`src/hdl/boot_pins_pkg.sv`:
```
// Constants and types for the boot mode and status pin logic
// Overview of operation
// - Boot select low for five seconds from power-up enters monitor mode.
// - Boot select released before five seconds starts host auto baud detection.
// - Boot select asserted low while in tunnel mode leaves tunnel mode.
// - External reset low aborts all activity and clears internal state at once.
// - Application mode: pending flag rises on new socket data, falls on read.
// - Monitor mode: shared pin carries programming port serial transmit data.
// - Force tunnel input is unimplemented; the device ignores it.
// - Sleep inhibit input is unimplemented; the device ignores it.
package boot_pins_pkg;
    localparam int unsigned CLK_HZ = 20_000_000;
    localparam int unsigned MONITOR_HOLD_S = 5;
    localparam int unsigned MONITOR_HOLD_CYC_DEF = MONITOR_HOLD_S * CLK_HZ;
    localparam int unsigned HOLD_CNT_W = 27;
    typedef enum logic [1:0] {
        BOOT_MEASURE,
        BOOT_MONITOR,
        BOOT_APPLICATION
    } boot_state_e;
endpackage

```
`src/hdl/pin_sync.sv`:
```
// Two flip-flop synchroniser for a pin input
`timescale 1ns/1ps
`default_nettype none
module pin_sync (
    // Clock and reset
    input wire logic clk_i,
    input wire logic arst_n_i,
    // Pin and synchronised level
    input wire logic pin_i,
    output logic level_o
);
    logic stage1;
    // Resets high: matches the idle level of the pulled-up pins
    always_ff @(posedge clk_i or negedge arst_n_i) begin
        if (!arst_n_i) begin
            stage1 <= 1'b1;
            level_o <= 1'b1;
        end else begin
            stage1 <= pin_i;
            level_o <= stage1;
        end
    end
endmodule
`default_nettype wire

```
`src/hdl/boot_mode_pins.sv`:
```
// Boot mode selection and shared status pin logic
`timescale 1ns/1ps
`default_nettype none
module boot_mode_pins
    import boot_pins_pkg::*;
#(
    parameter int unsigned MONITOR_HOLD_CYC = MONITOR_HOLD_CYC_DEF
) (
    // Clock and reset
    input wire logic clk_i,
    input wire logic arst_n_i,
    // Pins from the board
    input wire logic boot_select_n_i,
    input wire logic force_tunnel_mode_n_i,
    input wire logic sleep_inhibit_i,
    // Core-side events
    input wire logic socket_data_new_i,
    input wire logic socket_data_read_i,
    input wire logic programming_serial_tx_i,
    input wire logic tunnel_mode_active_i,
    // Mode outputs
    output logic monitor_mode_o,
    output logic auto_baud_start_o,
    output logic tunnel_exit_o,
    output logic boot_done_o,
    // Shared pin
    output logic tx_or_pending_o
);
    logic sel_n;
    boot_state_e state;
    boot_state_e next_state;
    logic [HOLD_CNT_W-1:0] hold_cnt;
    logic sel_n_prev;
    logic pending;
    logic tx_q;
    logic tunnel_exit;
    logic auto_baud;
    logic sync_warm;
    logic sync_full;

    // Unimplemented strap pins are accepted and deliberately unused
    wire unused_pins = force_tunnel_mode_n_i ^ sleep_inhibit_i;

    pin_sync u_sel_sync (
        .clk_i(clk_i),
        .arst_n_i(arst_n_i),
        .pin_i(boot_select_n_i),
        .level_o(sel_n)
    );

    // ****************************************
    // Boot hold-time measurement
    // ****************************************
    wire hold_reached = (hold_cnt >= HOLD_CNT_W'(MONITOR_HOLD_CYC - 1));
    wire sel_fall = sel_n_prev && !sel_n;
    wire sel_released = sync_full && sel_n;
    wire sel_held = sync_full && !sel_n;

    // Synchroniser shows its reset value for two edges; wait before judging
    always_ff @(posedge clk_i or negedge arst_n_i) begin
        if (!arst_n_i) begin
            sync_warm <= 1'b0;
            sync_full <= 1'b0;
        end else begin
            sync_warm <= 1'b1;
            sync_full <= sync_warm;
        end
    end

    always_comb begin
        next_state = state;
        unique case (state)
            BOOT_MEASURE: begin
                if (sel_released) begin
                    next_state = BOOT_APPLICATION;
                end else if (sel_held && hold_reached) begin
                    next_state = BOOT_MONITOR;
                end
            end
            BOOT_MONITOR: next_state = BOOT_MONITOR;
            BOOT_APPLICATION: next_state = BOOT_APPLICATION;
        endcase
    end

    // Reset clears everything immediately, no clock needed
    always_ff @(posedge clk_i or negedge arst_n_i) begin
        if (!arst_n_i) begin
            state <= BOOT_MEASURE;
            hold_cnt <= '0;
            sel_n_prev <= 1'b1;
        end else begin
            state <= next_state;
            sel_n_prev <= sel_n;
            if (state == BOOT_MEASURE && sel_held && !hold_reached) begin
                hold_cnt <= hold_cnt + HOLD_CNT_W'(1);
            end
        end
    end

    // ****************************************
    // Mode pulses and pending flag
    // ****************************************
    always_ff @(posedge clk_i or negedge arst_n_i) begin
        if (!arst_n_i) begin
            auto_baud <= 1'b0;
            tunnel_exit <= 1'b0;
            pending <= 1'b0;
            tx_q <= 1'b1;
        end else begin
            // Only a press that was measured and released short
            auto_baud <= (state == BOOT_MEASURE) && sel_released
                         && (hold_cnt != '0);
            tunnel_exit <= sel_fall && tunnel_mode_active_i;
            // New data wins over a read in the same cycle
            if (socket_data_new_i) begin
                pending <= 1'b1;
            end else if (socket_data_read_i) begin
                pending <= 1'b0;
            end
            tx_q <= programming_serial_tx_i;
        end
    end

    assign monitor_mode_o = (state == BOOT_MONITOR);
    assign boot_done_o = (state != BOOT_MEASURE);
    assign auto_baud_start_o = auto_baud;
    assign tunnel_exit_o = tunnel_exit;
    // Pin shows registered programming serial tx in monitor mode, else the pending flag
    assign tx_or_pending_o = monitor_mode_o ? tx_q : pending;
endmodule
`default_nettype wire

```
`config.mk`:
```
export PLATFORM = sky130hd
export DESIGN_NAME = boot_mode_pins
export DESIGN_NICKNAME = d
export VERILOG_FILES = /design/src/hdl/boot_pins_pkg.sv /design/src/hdl/pin_sync.sv /design/src/hdl/boot_mode_pins.sv
export SDC_FILE = /design/constraint.sdc
export NUM_CORES = 1
export LEC_CHECK = 0
export BUFFER_PORTS_ARGS = -buffer_cell sky130_fd_sc_hd__buf_2
export CELL_PAD_IN_SITES_DETAIL_PLACEMENT = 0
export CELL_PAD_IN_SITES_GLOBAL_PLACEMENT = 2
export CORE_ASPECT_RATIO = 1.2
export CORE_UTILIZATION = 39
export DETAILED_ROUTE_END_ITERATION = 10
export PLACE_DENSITY = 0.87
export SYNTH_ARGS = -nofsm -noshare
export SYNTH_HDL_FRONTEND = slang
export SYNTH_SLANG_ARGS = --single-unit
```
`constraint.sdc`:
```
create_clock -name clk_i -period 2.33 [get_ports clk_i]
set_input_delay 0.466 -clock clk_i [delete_from_list [all_inputs] [get_ports clk_i]]
set_output_delay 0.466 -clock clk_i [all_outputs]
set_load 0.02 [all_outputs]
```
[Yosys cells after proc, flatten, opt, wreduce, memory -nomap -nowiden]
Index checks and enable logic that the tools add are counted.
Operators by class
  $add $sub $neg: 1
  magnitude comparators: 1
  equality and inequality tests: 3
  mux-type cells: 6
  reductions and logical operators: 15
Operators by type and width (number)
  $add 27x1->27 const B: 1
  $ge 27x27->1 const B: 1
  $reduce_bool 27->1: 1
  $logic_and 1x1->1: 9
  $pmux 2 s3: 1
  $mux 2: 2
  $reduce_bool 2->1: 2
  $mux 1: 3
  $ne 3x3->1 const B: 1
  $eq 2x1->1 const B: 1
  $eq 2x2->1 const B: 1
  $logic_not 1->1: 2
  $logic_not 2->1: 1
Word-level totals
  bits in registers: 38
  input bits: 9
  output and inout port bits: 5
  word-level logic and storage cells: 37

[Longest topological paths before layout]
Gate-level depths: netlist (run 1).
  depth after elaboration: 6
  gate-level depth with buffers: 9
  depth with buffers taken out: 8

[Modules after synthesis]
From an unflattened synthesis (run 1), not the netlist that was laid out.
Second synthesis, totals
  cell total of the unflattened synthesis: 169
  area, all modules: 1850.5 sq um
Modules (own cells, without submodules)
  boot_mode_pins: times used 1, cells an instance 167, area each 1798.0 sq um, seq. area each 903.4 sq um
  pin_sync: times used 1, cells an instance 2, area each 52.6 sq um, seq. area each 52.6 sq um

[Least setup slack after synthesis (run 1)]
OpenSTA, ideal clock, no wires.
  kind: reg2reg
  start point: reg state[0]
  end point: reg hold_cnt[15]
  data arrival time: 1.733 ns
  required time: 2.251 ns
  path slack: 0.518 ns
  stages on the path, launching flop included: 10
  path buffers: 1
  clock period less this slack: 1.812 ns
  cell sequence: dfrtp_1 > inv_1 > ha_1 > inv_1 > nor2_1 > o211a_1 > nand3b_4 > buf_6 > nor4_4 > xor2_1
On the way
  longest elaborated chain between the ends: 3
RTL lines
  from (decl): RTL line boot_mode_pins.sv:30  | boot_state_e state;
  from (signal assigned): RTL line boot_mode_pins.sv:92  | state <= next_state;
  $logic_not 2->1: RTL line boot_mode_pins.sv:94  | if (state == BOOT_MEASURE && sel_held && !hold_reached) begin
  $logic_and 1x1->1 (2 in a row): RTL line boot_mode_pins.sv:94
  to (signal assigned): RTL line boot_mode_pins.sv:95  | hold_cnt <= hold_cnt + HOLD_CNT_W'(1);
  to (decl): RTL line boot_mode_pins.sv:32  | logic [HOLD_CNT_W-1:0] hold_cnt;
No other way between the ends.
A chain may end at the register's enable or synchronous reset.

[Final worst setup path (run 1)]
  start point: reg hold_cnt[10]
  end point: reg hold_cnt[16]
On the way
  longest elaborated chain between the ends: 3
  elaborated cells on any way between the ends: 4
RTL lines
  $ge 27x27->1: RTL line boot_mode_pins.sv:54  | wire hold_reached = (hold_cnt >= HOLD_CNT_W'(MONITOR_HOLD_CYC - 1));
  $logic_not 1->1: RTL line boot_mode_pins.sv:94
  $logic_and 1x1->1: RTL line boot_mode_pins.sv:94
Several ways; a longest one is shown, not always the timed one.

==> results of run 1 <==
through the flow:
step	cells	worst slack [ns]	hold WS, ns	area, um2
6_report	248	0.229	0.278	2120
2_1_floorplan	176	0.518	0.170	1910
5_1_grt	248	0.00535	0.268	2120
3_5_place_dp	240	0.217	0.346	2010
3_3_place_gp	240	0.289	0.336	2010
4_1_cts	248	0.202	0.271	2120
final cells by class:
class	instances	area, um2
fillers	432	2510
flip-flops and latches	38	956
multi-input cells	118	863
clock buffers	8	110
well taps	58	72.6
repair buffers	13	70.1
inverters	13	48.8
power by group:
| part | internal (mW) | total, mW | leakage, nW | switching, mW |
|---|---|---|---|---|
| Clock | 0.299 | 0.516 | 0.0575 | 0.218 |
| Sequential | 0.721 | 0.775 | 0.500 | 0.0545 |
| Combinational | 0.153 | 0.350 | 0.421 | 0.197 |
routing by layer:
| metal | up-vias | track usage, % |
|---|---|---|
| li1 | 636 | - |
| met4 | 0 | 5.87 |
| met3 | 7 | 4.80 |
| met2 | 23 | 27.3 |
| met1 | 637 | 18.9 |
| met5 | - | 0 |
worst register-to-register path, stage by stage, from the launching register on:
cell       delay (ns)
dfrtp_1          0.43
nor3_2           0.28
o31ai_1          0.13
o2111ai_2        0.34
nand3b_4         0.28
nor4_1           0.40
xor2_1           0.17
path summary, 6_finish.rpt:
kind / end / cells past startpoint
setup / recovery: hold_cnt[16]$_DFFE_PN0P_ / 6
hold / removal: hold_cnt[2]$_DFFE_PN0P_ / 1
setup reg to reg: hold_cnt[16]$_DFFE_PN0P_ / 6
hold reg to reg: sync_full$_DFF_PN0_ / 0
max in group asynchronous: hold_cnt[14]$_DFFE_PN0P_ / 1
min in group clk_i: u_sel_sync.stage1$_DFF_PN1_ / 1
cell families after synthesis:
group | Yosys count
adders and majority gates | 5
buffers and inverters | 20
xor gates and xnor gates | 25
DFF | 38
muxes | 1
and+or+nand+nor | 72
other | 1
AOI/OAI and AO/OA | 14
registers in the layout (all words and copies together), names as in the netlist:
register,flops
hold_cnt,27
state,2
auto_baud_start_o,1
pending,1
sel_n_prev,1
sync_full,1
sync_warm,1
tunnel_exit_o,1
tx_q,1
u_sel_sync.level_o,1
u_sel_sync.stage1,1
cells in the final DEF (no fill, tap or decap), types with 4 or more instances in the layout:
| cell type | Yosys | layout |
|---|---|---|
| dfrtp_1 | 34 | 34 |
| xnor2_1 | 13 | 13 |
| buf_2 | 4 | 11 |
| clkbuf_8 | 0 | 8 |
| nand2_1 | 13 | 13 |
| nor2_1 | 7 | 7 |
| nor3_1 | 5 | 5 |
| ha_1 | 5 | 5 |
| nand4_1 | 9 | 9 |
| inv_1 | 13 | 13 |
| nor3_2 | 4 | 4 |
| nor4_1 | 13 | 13 |
| nand3_1 | 5 | 5 |
| xor2_1 | 12 | 12 |
| dfstp_2 | 4 | 4 |
| and2_1 | 4 | 4 |
==> results.tsv, run 1 <==
metric	value	unit
crit path DAT	2.31	ns
R2R Setup Slk	0.23	ns
PwrDens	774	mW/mm2
clk_lat worst skew	0.29	ns
commonest cells in the netlist	dfrtp_1, inv_1, nand2_1, nor4_1, xnor2_1	
final weighted congestion in routability-driven placement	0.747	
hold_buf cts	0	
Initial Utilization	41.2	%
Yosys Warn Count	0	
DR WL/cell	14.2	um
DRC Markers	0	
clock skew	0.00655	ns
slowest cell on the critical path	dfrtp_1	
met3 WL	144	um
Setup crit end kind	flip-flop	
clk buf depth	2	
clk slew on worst S/H paths	0.07	ns
Max-cap violations	0	
Max IR drop VDD	0.224	mV
worst r2r src	hold_cnt[10]$_DFFE_PN0P_	
H-tree depth	2	
library cells used by synthesis	41	
Sink Count	38	
met1 WL	1570	um
Tcrit/Tclk final	90.2	%
die width	65.8	um
CP bufs+invs	0	
max frequency	476	MHz
slew margin rel.	44.6	%
largest family of logic cells by synthesized area	simple AND/OR/NAND/NOR gates	
vias per std cell	5.25	
fin nets	203	
Power Total	1.64	mW
post-CTS setup buffers	0	
status	finished clean	
die area	0.00517	mm2
average size of a mapped cell	10.8	um2
Mapped Nets	190	
Largest delay share family, worst path	simple AND/OR/NAND/NOR gates	
Most used DFF post-synth	dfrtp_1	
P_leak	0.978	nW
Slew @ Worst Pin	0.831	ns
# rows	27	
most common cell in the netlist	dfrtp_1	
Final Slew Violations	0	
EDFF count, synth	0	
DR vias	1303	
#FFs+latches synth	38	
Syn-to-layout area delta	11.2	%
synthesized instance count	176	
Async SR Flop Fraction	100	%
Post-Synth Adder-Cell Area	3.28	%
Synth Area in Simple Gates	23.8	%
CTS tree	built	
setup_tns	0	ns
share of layout cells above drive strength 1	20.0	%
crit path cell chain	nor3_2, o31ai_1, o2111ai_2, nand3b_4, nor4_1, xor2_1	
post-detailed-route count of antenna-violating nets	0	
DP Wirelength	2620	um
global-route usage over all layers	16.1	%
first-pass GRT wire length	6250	um
die height	78.6	um
grt total ovfl	0	
top sig layer	met4	
wirelength, routed	3530	um
I/O Buffers	11	
CTS Root Cell	clkbuf_8	
Seq/Total Area, Yosys	50.1	%
Yosys top cell area share	44.6	%
Hold WC Path Type	input pin to async pin	
Post-Synth XOR/XNOR Area	11.5	%
1st-pass router iterations	4	
CTS buffer count	5	
crit-path max cell delay	0.43	ns
top post-synthesis cells by area	dfrtp_1, xnor2_1, dfstp_2	
post-layout util	45.8	%
complex-gate fraction of the synthesized area	5.97	%
largest net degree at the start of global routing	39	
metal2 WL	1750	um
RSZ-0062 raised after global routing	false	
final hold vios	0	
min cycle time layout	2.10	ns
WS Path Type	flip-flop to flip-flop	
Initial DRC Count	60	
number of global-route vias before repair	1401	
initial antenna violation count	0	
core area	0.00463	mm2
synthesized cell area	0.00191	mm2
io pins	14	
crit path launch type	flip-flop	
ANT cells	0	
Worst Setup SP	hold_cnt[10]$_DFFE_PN0P_	
endpoints failing setup	0	
CP Max Fanout	18	
# resized after CTS	0	
required time worst endpoint	2.54	ns
Synth area leader	dfrtp_1	
mux share of post-synthesis cell area	0.591	%
(Power assumes the default switching activity.)
==> inputs of run 2 (changes only) <==
--- a/config.mk
+++ b/config.mk
@@ -9,9 +9,9 @@
 export CELL_PAD_IN_SITES_DETAIL_PLACEMENT = 0
 export CELL_PAD_IN_SITES_GLOBAL_PLACEMENT = 2
 export CORE_ASPECT_RATIO = 1.2
-export CORE_UTILIZATION = 39
+export CORE_UTILIZATION = 35
 export DETAILED_ROUTE_END_ITERATION = 10
-export PLACE_DENSITY = 0.87
+export PLACE_DENSITY = 0.83
 export SYNTH_ARGS = -nofsm -noshare
 export SYNTH_HDL_FRONTEND = slang
 export SYNTH_SLANG_ARGS = --single-unit
==> constraint.sdc (replaced) <==
create_clock -name clk_i -period 1.8 [get_ports clk_i]
set_input_delay 0.36 -clock clk_i [delete_from_list [all_inputs] [get_ports clk_i]]
set_output_delay 0.36 -clock clk_i [all_outputs]
set_load 0.02 [all_outputs]
==> results.tsv, run 2 (same netlist as run 1, synthesis figures left out) <==
metric	value	unit
Syn-to-layout area delta	51.8	%
DR WL/cell	14.8	um
placed cells	294	
Regs by FF count	hold_cnt (27), state (2)	
global-route usage over all layers	17.1	%
clock skew	0.00260	ns
WS Path Type	flip-flop to flip-flop	
clk_lat worst skew	0.29	ns
endpoints failing setup	18	
DR vias	1560	
Max-cap violations	0	
share of layout cells above drive strength 1	51.6	%
final weighted congestion in routability-driven placement	0.741	
most frequent cells in the layout	buf_4, dfrtp_1, xor2_1, xnor2_1	
crit path DAT	2.16	ns
Tcrit/Tclk final	108	%
min cycle time layout	1.95	ns
largest net degree at the start of global routing	39	
pre-CTS WS	-0.194	ns
final hold vios	0	
Final Slew Violations	0	
first-pass GRT wire length	7650	um
DRC Markers	0	
I/O Buffers	11	
clk slew on worst S/H paths	0.07	ns
core area	0.00526	mm2
Initial DRC Count	44	
P_leak	1.53	nW
DP Wirelength	3040	um
failing checks	setup timing	
status	complete, but fails checks	
CP Max Fanout	4	
io pins	14	
CTS buffer count	5	
Hold WC Path Type	input pin to async pin	
commonest non-fill, non-tap cell in the layout	buf_4	
vias per std cell	4.94	
die area	0.00575	mm2
initial antenna violation count	0	
Biggest register	hold_cnt	
max frequency	512	MHz
grt total ovfl	0	
fin nets	267	
fin cells	316	
RSZ-0062 raised after global routing	true	
PwrDens	832	mW/mm2
# rows	29	
H-tree depth	2	
number of global-route vias before repair	1590	
wirelength, routed	4690	um
max FFs per register	27	
Max IR drop VDD	0.400	mV
hold_buf cts	0	
crit path launch type	flip-flop	
slack of the critical path	-0.152	ns
Setup crit end kind	flip-flop	
1st-pass router iterations	6	
ANT cells	0	
Sink Count	38	
CTS Root Cell	clkbuf_8	
post-detailed-route count of antenna-violating nets	0	
die height	82.9	um
die width	69.4	um
CTS tree	built	
Initial Utilization	36.2	%
required time worst endpoint	2.01	ns
clk buf depth	2	
## run 2: cell types whose count changed in the layout (fill, tap and decap cells not counted), moves of 3 or more
cell | before | now
nor4_4 | 1 | 7
nand3_1 | 5 | 2
nor3_4 | 0 | 8
nor4_1 | 13 | 6
buf_4 | 2 | 57
nor3_1 | 5 | 0
nand3_2 | 0 | 3
nor3_2 | 4 | 1
buf_6 | 0 | 8
## run 2: final timing paths
check                                             from                            to  slack, ns  depth (start not counted)
max reg2reg                    hold_cnt[8]$_DFFE_PN0P_      hold_cnt[21]$_DFFE_PN0P_      -0.15                          8
max in group asynchronous                     arst_n_i          sel_n_prev$_DFF_PN1_       1.33                          2
min reg2reg                u_sel_sync.stage1$_DFF_PN1_  u_sel_sync.level_o$_DFF_PN1_       0.36                          0
max                            hold_cnt[8]$_DFFE_PN0P_      hold_cnt[21]$_DFFE_PN0P_      -0.15                          8
min in group clk_i             programming_serial_tx_i                tx_q$_DFF_PN1_       0.16                          1
min                                           arst_n_i      hold_cnt[10]$_DFFE_PN0P_       0.11                          2
## run 2: what timing repair did
item | in CTS | in global routing
gates cloned | 1 | 0
pin swaps | 26 | 16
setup buffers | 5 | 8
endpoints found under the hold margin | 0 | 0
endpoints found under the setup margin | 25 | 30
resized for setup | 31 | 27
## run 2: cell type report
type	instances	area (um2)
Multi-Input combinational cell	119	1130
Clock inverter	1	5.00
Tap cell	62	77.6
Inverter	13	48.8
Clock buffer	7	86.3
Timing Repair Buffer	76	588
Sequential cell	38	957
Fill cell	464	2370
## run 2: stage by stage
stage	instance area (um2)	utilization, %	TNS, ns	total power [mW]	hold WS [ns]
after CTS	2720	51.6	-0.992	2.35	0.129
after floorplan	1910	-	0	1.34	0.0644
after detailed placement	2400	45.7	-2.19	1.66	0.350
after global placement	2400	45.7	-1.34	1.64	0.334
final	2900	55.0	-1.18	2.41	0.108
after global routing	2900	55.0	-3.51	2.54	0.149
## run 2: metal layers
metal	share of wire, %	up-vias	GRT usage (%)
met5	0	-	0
met4	0.51	0	6.31
met3	1.6	3	3.03
met2	56	12	31.0
met1	42	781	19.9
li1	-	764	-
## run 2: critical path, stage by stage (launching register included)
cell and delay (ns):
dfrtp_1 0.39, buf_4 0.13, buf_4 0.12, nand4_1 0.12, or3_4 0.36, nor2_4 0.11, nand3_2 0.15, nor4_1 0.27
xor2_1 0.21
## run 2: report_power, final
part | internal, mW | total, mW | leakage, nW | switching (mW)
Sequential | 0.932 | 0.988 | 0.498 | 0.0556
Combinational | 0.444 | 0.812 | 0.980 | 0.368
Clock | 0.309 | 0.611 | 0.0482 | 0.301
